## src/rtl/lux_key_pkg.sv

```systemverilog
/*
  Constants of the lux-meter and key-protection block: register offsets,
  field positions, key values, reset values and the settle timing.
  Assumes a 10 MHz core clock and byte-wide serial register access.
*/
package lux_key_pkg;
  localparam logic [6:0] ADDR_LTS_CFG = 7'h06;
  localparam logic [6:0] ADDR_USB_CFG = 7'h13;
  localparam logic [6:0] ADDR_PROT_LAST = 7'h18;
  localparam logic [6:0] ADDR_PWR_MGT = 7'h19;
  localparam logic [6:0] ADDR_SOFT_RESET = 7'h1A;
  localparam logic [6:0] ADDR_UNLOCK = 7'h1B;
  localparam logic [6:0] ADDR_LUX_CFG = 7'h1C;
  localparam logic [6:0] ADDR_LUX_OUT = 7'h1D;
  localparam logic [6:0] ADDR_EE_FIRST = 7'h40;
  localparam logic [6:0] ADDR_EE_RO_FIRST = 7'h76;
  localparam logic [7:0] KEY_SOFT = 8'hE2;
  localparam logic [7:0] KEY_REGS = 8'h4B;
  localparam logic [7:0] KEY_EE = 8'hA5;
  localparam logic [7:0] SOFT_WORD = 8'hAB;
  localparam logic [7:0] BYTE_ZERO = 8'h00;
  localparam logic [7:0] LUX_CFG_MASK = 8'h7F;
  localparam logic [7:0] CFG_RESET = 8'h00;
  localparam int LUX_AUTO_MEAS_BIT = 6;
  localparam int LUX_AUTO_RNG_BIT = 5;
  localparam int LUX_MANU_BIT = 4;
  localparam int LUX_BUSY_BIT = 4;
  localparam int USB_HRV_HIZ_BIT = 3;
  localparam int USB_BAT_HIZ_BIT = 2;
  localparam int DCDC_OFF_BIT = 7;
  localparam int PRIM_CONNECT_BIT = 2;
  localparam int PRIM_CELL_BIT = 1;
  localparam int NO_PROTECT_BIT = 0;
  localparam logic [3:0] LEVEL_FIRST = 4'h1;
  localparam logic [3:0] LEVEL_TOP = 4'hF;
  localparam int CLOCK_HZ = 10_000_000;
  localparam int LUX_SETTLE_US = 50;
  localparam int LUX_SETTLE_CYCLES =
    (CLOCK_HZ / 1_000_000) * LUX_SETTLE_US;
  typedef enum logic [2:0] {
    LUX_IDLE = 3'b001,
    LUX_SEARCH = 3'b010,
    LUX_MANUAL = 3'b100
  } lux_state_e;
endpackage

```

## src/rtl/lux_ctrl_if.sv

```systemverilog
/*
  Carrier between the register file and the lux-meter sequencer.
  Assumes both ends run on the same core clock.
*/
`timescale 1ns/100ps
interface lux_ctrl_if;
  logic start_once;
  logic auto_range;
  logic manual;
  logic inhibit;
  logic [3:0] forced_level;
  logic busy;
  logic done;
  logic [3:0] result;
  modport regs (output start_once, auto_range, manual, inhibit,
    forced_level, input busy, done, result);
  modport seq (input start_once, auto_range, manual, inhibit,
    forced_level, output busy, done, result);
endinterface

```

## src/rtl/lux_meter_and_key_protection.sv

```systemverilog
/*
  Register side of the harvesting power manager: key-gated writes,
  soft reset, USB pin control, converter force-off, storage protection
  and the lux-meter register pair.
  Assumes a serial front end that presents one byte access per cycle and
  pulses txn_end when the transaction closes; analog status arrives as
  synchronous levels.
*/
`timescale 1ns/100ps
module lux_meter_and_key_protection #(
  parameter int SETTLE_CYCLES = lux_key_pkg::LUX_SETTLE_CYCLES
) (
  input wire logic clock,
  input wire logic rst,
  input wire logic [6:0] reg_addr,
  input wire logic [7:0] reg_wdata,
  input wire logic reg_write,
  input wire logic reg_read,
  output logic [7:0] reg_rdata,
  input wire logic txn_end,
  input wire logic [7:0] ee_rdata,
  output logic ee_write,
  output logic [5:0] ee_addr,
  output logic [7:0] ee_wdata,
  input wire logic usb_present,
  input wire logic storage_linked,
  input wire logic storage_low_minimum,
  input wire logic boot_done,
  input wire logic lts_below_min,
  input wire logic hrv_low_level,
  input wire logic bat_low_level,
  output logic hrv_low_out,
  output logic hrv_low_oe_n,
  output logic bat_low_out,
  output logic bat_low_oe_n,
  output logic [1:0] usb_charge_sel,
  output logic dcdc_force_off,
  output logic lts_cut,
  output logic lts_protect,
  output logic cold_start,
  output logic soft_reset,
  input wire logic lux_above,
  output logic lux_enable,
  output logic [3:0] lux_level
);
  logic [7:0] unlock_key;
  logic [7:0] soft_reset_trigger;
  logic [7:0] usb_and_wakeup_config;
  logic [7:0] lts_config;
  logic [7:0] power_switch;
  logic [7:0] light_sensor_config;
  logic [7:0] light_sensor_outcome;
  logic wr_prot_ok;
  logic wr_store;
  logic in_store;
  logic soft_fire;
  logic rd_pending;
  logic rd_from_store;
  logic [7:0] rd_hold;
  logic [7:0] store_q;
  lux_ctrl_if lux_bus ();

  assign wr_prot_ok = (reg_addr > lux_key_pkg::ADDR_PROT_LAST)
    || (unlock_key == lux_key_pkg::KEY_REGS);
  assign in_store = (reg_addr < lux_key_pkg::ADDR_EE_FIRST);
  assign wr_store = reg_write && in_store && wr_prot_ok;
  assign soft_fire = (soft_reset_trigger == lux_key_pkg::SOFT_WORD);

  byte_store #(
    .WIDTH(8),
    .DEPTH(64)
  ) u_store (
    .clock(clock),
    .write(wr_store),
    .addr(reg_addr[5:0]),
    .wdata(reg_wdata),
    .rdata(store_q)
  );

  always_ff @(posedge clock or posedge rst) begin
    if (rst) begin
      unlock_key <= lux_key_pkg::BYTE_ZERO;
    end else if (txn_end || soft_fire) begin
      unlock_key <= lux_key_pkg::BYTE_ZERO;
    end else if (reg_write && reg_addr == lux_key_pkg::ADDR_UNLOCK) begin
      unlock_key <= reg_wdata;
    end
  end

  // Word held at zero unless keyed
  always_ff @(posedge clock or posedge rst) begin
    if (rst) begin
      soft_reset_trigger <= lux_key_pkg::BYTE_ZERO;
    end else if (unlock_key != lux_key_pkg::KEY_SOFT || soft_fire) begin
      soft_reset_trigger <= lux_key_pkg::BYTE_ZERO;
    end else if (reg_write && reg_addr == lux_key_pkg::ADDR_SOFT_RESET) begin
      soft_reset_trigger <= reg_wdata;
    end
  end

  always_ff @(posedge clock or posedge rst) begin
    if (rst) begin
      soft_reset <= 1'b0;
    end else begin
      soft_reset <= soft_fire;
    end
  end

  // Shadows of stored configuration that steer logic directly
  always_ff @(posedge clock or posedge rst) begin
    if (rst) begin
      usb_and_wakeup_config <= lux_key_pkg::CFG_RESET;
      lts_config <= lux_key_pkg::CFG_RESET;
    end else if (wr_store && reg_addr == lux_key_pkg::ADDR_USB_CFG) begin
      usb_and_wakeup_config <= reg_wdata;
    end else if (wr_store && reg_addr == lux_key_pkg::ADDR_LTS_CFG) begin
      lts_config <= reg_wdata;
    end
  end

  always_ff @(posedge clock or posedge rst) begin
    if (rst) begin
      power_switch <= lux_key_pkg::CFG_RESET;
    end else if (reg_write && reg_addr == lux_key_pkg::ADDR_PWR_MGT) begin
      power_switch <= reg_wdata;
    end
  end

  always_ff @(posedge clock or posedge rst) begin
    if (rst) begin
      ee_write <= 1'b0;
      ee_addr <= 6'h00;
      ee_wdata <= 8'h00;
    end else begin
      ee_write <= reg_write && !in_store
        && reg_addr < lux_key_pkg::ADDR_EE_RO_FIRST
        && unlock_key == lux_key_pkg::KEY_EE;
      if (reg_write) begin
        ee_addr <= reg_addr[5:0];
        ee_wdata <= reg_wdata;
      end
    end
  end

  assign lux_bus.inhibit = !storage_linked || storage_low_minimum
    || (lts_config[lux_key_pkg::PRIM_CELL_BIT]
    && !lts_config[lux_key_pkg::PRIM_CONNECT_BIT]);
  assign lux_bus.start_once =
    light_sensor_config[lux_key_pkg::LUX_AUTO_MEAS_BIT];
  assign lux_bus.auto_range =
    light_sensor_config[lux_key_pkg::LUX_AUTO_RNG_BIT];
  assign lux_bus.manual = light_sensor_config[lux_key_pkg::LUX_MANU_BIT];
  assign lux_bus.forced_level = light_sensor_config[3:0];

  always_ff @(posedge clock or posedge rst) begin
    if (rst) begin
      light_sensor_config <= lux_key_pkg::CFG_RESET;
    end else if (reg_write && reg_addr == lux_key_pkg::ADDR_LUX_CFG) begin
      // A software write wins over the completion clear
      light_sensor_config <= reg_wdata & lux_key_pkg::LUX_CFG_MASK;
    end else if (lux_bus.done || lux_bus.inhibit) begin
      light_sensor_config[lux_key_pkg::LUX_AUTO_MEAS_BIT] <= 1'b0;
    end
  end

  always_comb begin
    light_sensor_outcome = 8'h00;
    light_sensor_outcome[lux_key_pkg::LUX_BUSY_BIT] = lux_bus.busy;
    light_sensor_outcome[3:0] = lux_bus.result;
  end

  lux_sequencer #(
    .SETTLE_CYCLES(SETTLE_CYCLES)
  ) u_seq (
    .clock(clock),
    .rst(rst),
    .ctrl(lux_bus.seq),
    .lux_above(lux_above),
    .lux_enable(lux_enable),
    .lux_level(lux_level)
  );

  always_ff @(posedge clock or posedge rst) begin
    if (rst) begin
      rd_pending <= 1'b0;
      rd_from_store <= 1'b0;
      rd_hold <= 8'h00;
    end else begin
      rd_pending <= reg_read;
      rd_from_store <= 1'b0;
      if (reg_read) begin
        if (reg_addr == lux_key_pkg::ADDR_SOFT_RESET) begin
          rd_hold <= soft_reset_trigger;
        end else if (reg_addr == lux_key_pkg::ADDR_UNLOCK) begin
          rd_hold <= unlock_key;
        end else if (reg_addr == lux_key_pkg::ADDR_LUX_CFG) begin
          rd_hold <= light_sensor_config;
        end else if (reg_addr == lux_key_pkg::ADDR_LUX_OUT) begin
          rd_hold <= light_sensor_outcome;
        end else if (reg_addr == lux_key_pkg::ADDR_PWR_MGT) begin
          rd_hold <= power_switch;
        end else if (!in_store) begin
          rd_hold <= ee_rdata;
        end else begin
          rd_from_store <= 1'b1;
        end
      end
    end
  end

  always_ff @(posedge clock or posedge rst) begin
    if (rst) begin
      reg_rdata <= 8'h00;
    end else if (rd_pending) begin
      reg_rdata <= rd_from_store ? store_q : rd_hold;
    end
  end

  always_ff @(posedge clock or posedge rst) begin
    if (rst) begin
      hrv_low_out <= 1'b0;
      bat_low_out <= 1'b0;
      hrv_low_oe_n <= 1'b0;
      bat_low_oe_n <= 1'b0;
    end else begin
      hrv_low_out <= hrv_low_level;
      bat_low_out <= bat_low_level;
      hrv_low_oe_n <= usb_present
        && usb_and_wakeup_config[lux_key_pkg::USB_HRV_HIZ_BIT];
      bat_low_oe_n <= usb_present
        && usb_and_wakeup_config[lux_key_pkg::USB_BAT_HIZ_BIT];
    end
  end

  always_ff @(posedge clock or posedge rst) begin
    if (rst) begin
      usb_charge_sel <= 2'h0;
      dcdc_force_off <= 1'b0;
    end else begin
      usb_charge_sel <= usb_and_wakeup_config[1:0];
      dcdc_force_off <= power_switch[lux_key_pkg::DCDC_OFF_BIT];
    end
  end

  always_ff @(posedge clock or posedge rst) begin
    if (rst) begin
      lts_protect <= 1'b0;
      cold_start <= 1'b0;
    end else begin
      cold_start <= 1'b0;
      if (boot_done && !lts_protect && lts_below_min
          && !lts_config[lux_key_pkg::NO_PROTECT_BIT]) begin
        lts_protect <= 1'b1;
        cold_start <= 1'b1;
      end
    end
  end

  always_ff @(posedge clock or posedge rst) begin
    if (rst) begin
      lts_cut <= 1'b0;
    end else begin
      lts_cut <= !lts_config[lux_key_pkg::NO_PROTECT_BIT]
        && (lts_below_min || lts_protect);
    end
  end

  property p_soft_fire;
    @(posedge clock) disable iff (rst)
      soft_reset_trigger == lux_key_pkg::SOFT_WORD |=> soft_reset;
  endproperty
  a_soft_fire: assert property (p_soft_fire)
    else $error("soft reset did not fire");

  property p_word_forced;
    @(posedge clock) disable iff (rst)
      unlock_key != lux_key_pkg::KEY_SOFT |=> soft_reset_trigger == 8'h00;
  endproperty
  a_word_forced: assert property (p_word_forced)
    else $error("soft word loaded without key");

  property p_key_after_reset;
    @(posedge clock) disable iff (rst)
      soft_reset |-> unlock_key == 8'h00 && !soft_fire;
  endproperty
  a_key_after_reset: assert property (p_key_after_reset)
    else $error("key survived soft reset");

  property p_protect;
    @(posedge clock) disable iff (rst)
      reg_write && reg_addr == lux_key_pkg::ADDR_USB_CFG
      && unlock_key != lux_key_pkg::KEY_REGS |=> $stable(usb_and_wakeup_config);
  endproperty
  a_protect: assert property (p_protect)
    else $error("protected register changed without key");

  property p_txn_clear;
    @(posedge clock) disable iff (rst)
      txn_end |=> unlock_key == 8'h00;
  endproperty
  a_txn_clear: assert property (p_txn_clear)
    else $error("key not cleared at transaction end");

  property p_ee_key;
    @(posedge clock) disable iff (rst)
      ee_write |-> $past(unlock_key) == lux_key_pkg::KEY_EE;
  endproperty
  a_ee_key: assert property (p_ee_key)
    else $error("memory write without key");

  property p_hiz;
    @(posedge clock) disable iff (rst)
      usb_present && usb_and_wakeup_config[lux_key_pkg::USB_HRV_HIZ_BIT]
      |=> hrv_low_oe_n;
  endproperty
  a_hiz: assert property (p_hiz)
    else $error("warning pin driven with USB present");

  property p_dcdc;
    @(posedge clock) disable iff (rst)
      reg_write && reg_addr == lux_key_pkg::ADDR_PWR_MGT
      |=> ##1 dcdc_force_off == $past(reg_wdata[7], 2);
  endproperty
  a_dcdc: assert property (p_dcdc)
    else $error("converter force-off does not follow register");

  property p_oneshot;
    @(posedge clock) disable iff (rst)
      lux_bus.done && !(reg_write && reg_addr == lux_key_pkg::ADDR_LUX_CFG)
      |=> !light_sensor_config[lux_key_pkg::LUX_AUTO_MEAS_BIT];
  endproperty
  a_oneshot: assert property (p_oneshot)
    else $error("one-shot bit not cleared after measurement");

  property p_usb_sel;
    @(posedge clock) disable iff (rst)
      ##1 usb_charge_sel == $past(usb_and_wakeup_config[1:0]);
  endproperty
  a_usb_sel: assert property (p_usb_sel)
    else $error("charge select does not follow register");
endmodule

```

## src/rtl/byte_store.sv

```systemverilog
/*
  Small single-port register store with a registered read.
  Assumes one access per cycle; a write wins over nothing else.
*/
`timescale 1ns/100ps
module byte_store #(
  parameter int WIDTH = 8,
  parameter int DEPTH = 64
) (
  input wire logic clock,
  input wire logic write,
  input wire logic [$clog2(DEPTH)-1:0] addr,
  input wire logic [WIDTH-1:0] wdata,
  output logic [WIDTH-1:0] rdata
);
  logic [WIDTH-1:0] mem [DEPTH];
  // Refused at elaboration: the address port needs at least one bit
  if (WIDTH < 1 || DEPTH < 2) begin : g_bad_size
    $error("byte_store: unsupported size");
  end
  always_ff @(posedge clock) begin
    if (write) begin
      mem[addr] <= wdata;
    end
    rdata <= mem[addr];
  end
endmodule

```

## src/rtl/lux_sequencer.sv

```systemverilog
/*
  Lux-meter range search: steps the comparison level upward each settle
  interval until the harvester current falls below the band bound or level 15 is reached.
  Assumes lux_above is high when the current exceeds the lower bound of
  the band selected by lux_level.
*/
`timescale 1ns/100ps
module lux_sequencer #(
  parameter int SETTLE_CYCLES = lux_key_pkg::LUX_SETTLE_CYCLES
) (
  input wire logic clock,
  input wire logic rst,
  lux_ctrl_if.seq ctrl,
  input wire logic lux_above,
  output logic lux_enable,
  output logic [3:0] lux_level
);
  localparam int CW = $clog2(SETTLE_CYCLES + 1);
  lux_key_pkg::lux_state_e state;
  logic [CW-1:0] settle;
  logic tick;
  logic wanted;
  if (SETTLE_CYCLES < 1) begin : g_bad_settle
    $error("lux_sequencer: settle count must be at least one");
  end
  assign tick = (settle == CW'(SETTLE_CYCLES - 1));
  assign wanted = ctrl.start_once | ctrl.auto_range;
  assign ctrl.busy = (state == lux_key_pkg::LUX_SEARCH);
  assign lux_enable = (state != lux_key_pkg::LUX_IDLE);

  always_ff @(posedge clock or posedge rst) begin
    if (rst) begin
      settle <= '0;
    end else if (state != lux_key_pkg::LUX_SEARCH || tick) begin
      settle <= '0;
    end else begin
      settle <= settle + CW'(1);
    end
  end

  always_ff @(posedge clock or posedge rst) begin
    if (rst) begin
      state <= lux_key_pkg::LUX_IDLE;
      lux_level <= 4'h0;
      ctrl.result <= 4'h0;
      ctrl.done <= 1'b0;
    end else begin
      ctrl.done <= 1'b0;
      case (state)
        lux_key_pkg::LUX_IDLE: begin
          if (ctrl.inhibit) begin
            state <= lux_key_pkg::LUX_IDLE;
          end else if (ctrl.manual) begin
            state <= lux_key_pkg::LUX_MANUAL;
            lux_level <= ctrl.forced_level;
          // Start; done holds off a rerun of a spent one-shot
          end else if (wanted && !ctrl.done) begin
            state <= lux_key_pkg::LUX_SEARCH;
            lux_level <= lux_key_pkg::LEVEL_FIRST;
          end
        end
        lux_key_pkg::LUX_SEARCH: begin
          if (ctrl.inhibit || !wanted || ctrl.manual) begin
            state <= lux_key_pkg::LUX_IDLE;
          end else if (tick) begin
            if (lux_above && lux_level != lux_key_pkg::LEVEL_TOP) begin
              lux_level <= lux_level + 4'h1;
            end else begin
              ctrl.result <= lux_above ? lux_level : lux_level - 4'h1;
              ctrl.done <= 1'b1;
              state <= lux_key_pkg::LUX_IDLE;
            end
          end
        end
        lux_key_pkg::LUX_MANUAL: begin
          lux_level <= ctrl.forced_level;
          if (ctrl.inhibit || !ctrl.manual) begin
            state <= lux_key_pkg::LUX_IDLE;
          end
        end
        default: state <= lux_key_pkg::LUX_IDLE;
      endcase
    end
  end

  property p_busy_enable;
    @(posedge clock) disable iff (rst)
      ctrl.busy |-> lux_enable && lux_level != 4'h0;
  endproperty
  a_busy_enable: assert property (p_busy_enable)
    else $error("busy without an enabled search");

  property p_inhibit_stops;
    @(posedge clock) disable iff (rst)
      ctrl.inhibit |=> !ctrl.busy && !ctrl.done;
  endproperty
  a_inhibit_stops: assert property (p_inhibit_stops)
    else $error("search continued while inhibited");

  property p_no_rerun;
    @(posedge clock) disable iff (rst)
      ctrl.done |=> !ctrl.busy;
  endproperty
  a_no_rerun: assert property (p_no_rerun)
    else $error("search restarted right after completion");
endmodule

```

## config.mk

```make
export PLATFORM = sky130hd
export DESIGN_NAME = lux_meter_and_key_protection
export DESIGN_NICKNAME = d
export VERILOG_FILES = /design/src/rtl/lux_key_pkg.sv /design/src/rtl/lux_ctrl_if.sv /design/src/rtl/lux_meter_and_key_protection.sv /design/src/rtl/byte_store.sv /design/src/rtl/lux_sequencer.sv
export SDC_FILE = /design/constraint.sdc
export NUM_CORES = 1
export LEC_CHECK = 0
export BUFFER_PORTS_ARGS = -buffer_cell sky130_fd_sc_hd__buf_2
export CAP_MARGIN = 5
export CORE_ASPECT_RATIO = 1.75
export CORE_MARGIN = 5
export CORE_UTILIZATION = 40
export CTS_CLUSTER_DIAMETER = 150
export DETAILED_ROUTE_END_ITERATION = 8
export GPL_TIMING_DRIVEN = 0
export MAX_ROUTING_LAYER = met4
export SLEW_MARGIN = 5
export SYNTH_ARGS = -nofsm -noshare
export SYNTH_HDL_FRONTEND = slang
export SYNTH_SLANG_ARGS = --single-unit
```

## constraint.sdc

```tcl
create_clock -name clock -period 5.13 [get_ports clock]
set_input_delay 0.513 -clock clock [delete_from_list [all_inputs] [get_ports clock]]
set_output_delay 0.513 -clock clock [all_outputs]
set_load 0.01 [all_outputs]
```

==> results.json <==
{
  "status": "completed",
  "ys_seq_elements": 623,
  "first_global_vias": 14716,
  "crit_top_cell": "buf_2",
  "path_class": "input pin to flip-flop",
  "ant_nets": 0,
  "synth-edff-count": 512,
  "grt_pass1_wl_um": 110000,
  "path_buf_inv": 3,
  "drc": 0,
  "area_growth_pct": 12.0,
  "wl_um": 78100,
  "finalSetupViolations": 0,
  "fp.coreArea_um2": 63000,
  "cts_max_path_buffers": 3,
  "worst-path-max-fanout": 10,
  "synth_cells": 1494,
  "fp.dieH_um": 343,
  "cts_root_buf": "clkbuf_16",
  "p_per_area_nw_per_um2": 360,
  "htreeDepth": 2,
  "vias": 14677,
  "io_buffers": 70,
  "setup_tns_ps": 0,
  "synth_cell_types": 86,
  "cts_buffers": 52,
  "antenna_found_initial": 3,
  "vdd_drop_max_mv": 0.247,
  "drive_above_1_share_pct": 20.3,
  "avgViaCountPerCell": 5.94,
  "clk_latency_ps": 610,
  "synth_top_area_share_pct": 60.7,
  "min_period_over_period_pct": 75.2,
  "yosys.area.top_type": "edfxtp_1",
  "async_flop_share_pct": 16.5,
  "routedWlPerCell_um": 31.6,
  "syn_nets": 1533,
  "max_freq_mhz": 259,
  "drv_slew": 0,
  "critPathMaxStageDelay_ps": 1000,
  "yosysWarnings": 0,
  "synth_area_leaders": "edfxtp_1 (61%), dfrtp_1 (10%), mux4_2 (8.4%)",
  "cts_hold_buf": 2,
  "clk_pin_slew_ps": 60,
  "syn_area_um2": 25300,
  "worstPathCellList": "buf_2, buf_2, and2_1, clkbuf_1, nand2_1, nor2_1",
  "path_delay_family": "simple AND/OR/NAND/NOR gates",
  "track_usage_pct": 23.0,
  "fin_nets": 1661,
  "dpl.cell_count": 2372,
  "worstSetupEndpointType": "flip-flop",
  "boundaryPins": 75,
  "crit_path_start_kind": "input pin",
  "cts_tree": "built",
  "yosysSeqAreaShare_pct": 71.5,
  "dieWidth_um": 200,
  "dp_slack_ps": 700,
  "layout.cells.most_common": "edfxtp_1",
  "post_cts_buffers": 0,
  "dp_hpwl_um": 53100,
  "worst_pin_slew_ps": 1370,
  "stdcell_count": 2469,
  "postLayoutSetupSlackWorst_ps": 1270,
  "hold_path.class": "input pin to flip-flop",
  "start_util_pct": 40.2,
  "drtIter0Drc": 1511,
  "place_congestion": 0.991,
  "dr.pass1.iters": 6,
  "finalPower_mw": 10.2,
  "grt_overflow_total": 0,
  "rsz0062_at_grt": "no",
  "leakage_nw": 9.59,
  "cp_slowest_cell": "nor2_1",
  "syn_area_per_cell_um2": 16.9,
  "hold_ws_ps": 33.2,
  "num_rows": 122,
  "relSlewSlack_pct": 8.41,
  "cts_resized": 0,
  "fin_skew_ps": 15.3,
  "finalHoldViolCount": 0,
  "final_cell_mix": "edfxtp_1 (512), nor2_1 (103), dfrtp_1 (102), nand2_1 (96), mux4_2 (94)",
  "critical_path_required_ps": 5350,
  "grt_max_degree": 72,
  "die-area_um2": 68600,
  "fin_crit_ps": 3860,
  "cts.sinks": 623,
  "arrival_ps": 4080,
  "maxCapViolCount": 0,
  "synthFlopType": "edfxtp_1",
  "nFillCells": 5470
}
## cell usage after synthesis, types with 4 or more instances
cell,count
o31ai_1,4
buf_1,9
nand4_1,21
mux2i_1,87
buf_4,5
nor4_1,4
a221oi_1,5
a32oi_1,7
or4_1,4
edfxtp_1,512
a31oi_1,10
buf_6,11
nor2b_1,17
o41ai_1,4
buf_8,5
o21ai_0,30
dfrtp_1,102
mux2_4,4
nor3_1,13
nand3_1,45
dfxtp_1,8
nand3b_1,4
buf_2,22
xnor2_1,6
a211oi_1,11
mux2_2,27
clkbuf_1,23
inv_1,15
nand2b_1,8
a21oi_1,32
nor2_1,103
or3_1,6
o221ai_1,6
a22oi_1,25
o32ai_1,4
nand2_1,96
a21o_1,8
a22o_1,9
o22ai_1,6
and2_1,8
and3b_1,4
mux4_2,94
## sequential cells by signal, summed over array words and instances, names as in the netlist, 4 cells and up
register	flops
u_store.mem	512
u_seq.settle	9
ee_wdata	8
power_switch	8
rd_hold	8
reg_rdata	8
soft_reset_trigger	8
u_store.rdata	8
unlock_key	8
light_sensor_config	7
ee_addr	6
u_seq.ctrl.result	4
u_seq.lux_level	4
usb_and_wakeup_config	4
## final timing paths
check,from,endpoint,slack (ps),cells after the start
hold reg to reg,usb_and_wakeup_config[1],usb_charge_sel[1],380,0
max in group asynchronous,rst,u_seq.state[0],3830,4
min in group asynchronous,rst,cold_start,540,3
hold / removal,hrv_low_level,hrv_low_out,30,1
setup reg to reg,unlock_key[5],u_store.mem[47][4],1840,5
setup / recovery,reg_addr[1],u_store.mem[23][0],1270,6
## power by group
group | total [mW] | switching [mW] | internal [mW] | leakage (nW)
clock network | 3.80 | 1.78 | 2.02 | 0.761
registers | 5.61 | 0.0497 | 5.56 | 6.00
logic | 0.816 | 0.550 | 0.266 | 2.83
total | 10.2 | 2.38 | 7.84 | 9.59
## logic make-up (layout without fill, tap and decap cells)
group	after synthesis	in the layout	share of synthesized area, %
other	0	3	0
AOI/OAI and AO/OA	190	190	5.41
muxes	212	212	13.2
and+or+nand+nor	361	361	7.06
adders and majority gates	3	3	0.148
DFF	623	623	71.5
xor gates and xnor gates	9	9	0.311
buffers and inverters	96	262	2.29
## cell type report
cell class / instances / area [µm²] / share of cell area, %
repair buffers: 74 / 445 / 1.57
inverters: 18 / 70.1 / 0.247
plain buffers: 78 / 512 / 1.80
well taps: 806 / 1010 / 3.55
clock inverters: 24 / 173 / 0.609
clock buffers: 68 / 1400 / 4.94
diodes: 3 / 7.51 / 0.0265
multi-input cells: 775 / 6640 / 23.4
flip-flops and latches: 623 / 18100 / 63.9
## routing by layer
metal	track usage (%)	vias up	share of wire (%)
met5	-	-	0
met4	11.7	0	6.3
met3	2.97	219	5.8
met2	41.1	714	53
met1	25.4	7583	35
li1	-	6161	-
## worst reg2reg max path, stage by stage, from the launching register on
cell and delay [ps]:
dfrtp_1 470, nor4b_1 300, and3_1 370, o21a_1 540, nand3_1 410, nor2_1 820
## through the flow
stage,cell area (µm²),util (%)
floorplan,25300,-
global placement,26700,42.3
detailed placement,26800,42.4
CTS,28300,45.0
global route,28400,45.0
finish,28400,45.0
Note: power is estimated with default switching activity, not from simulation.
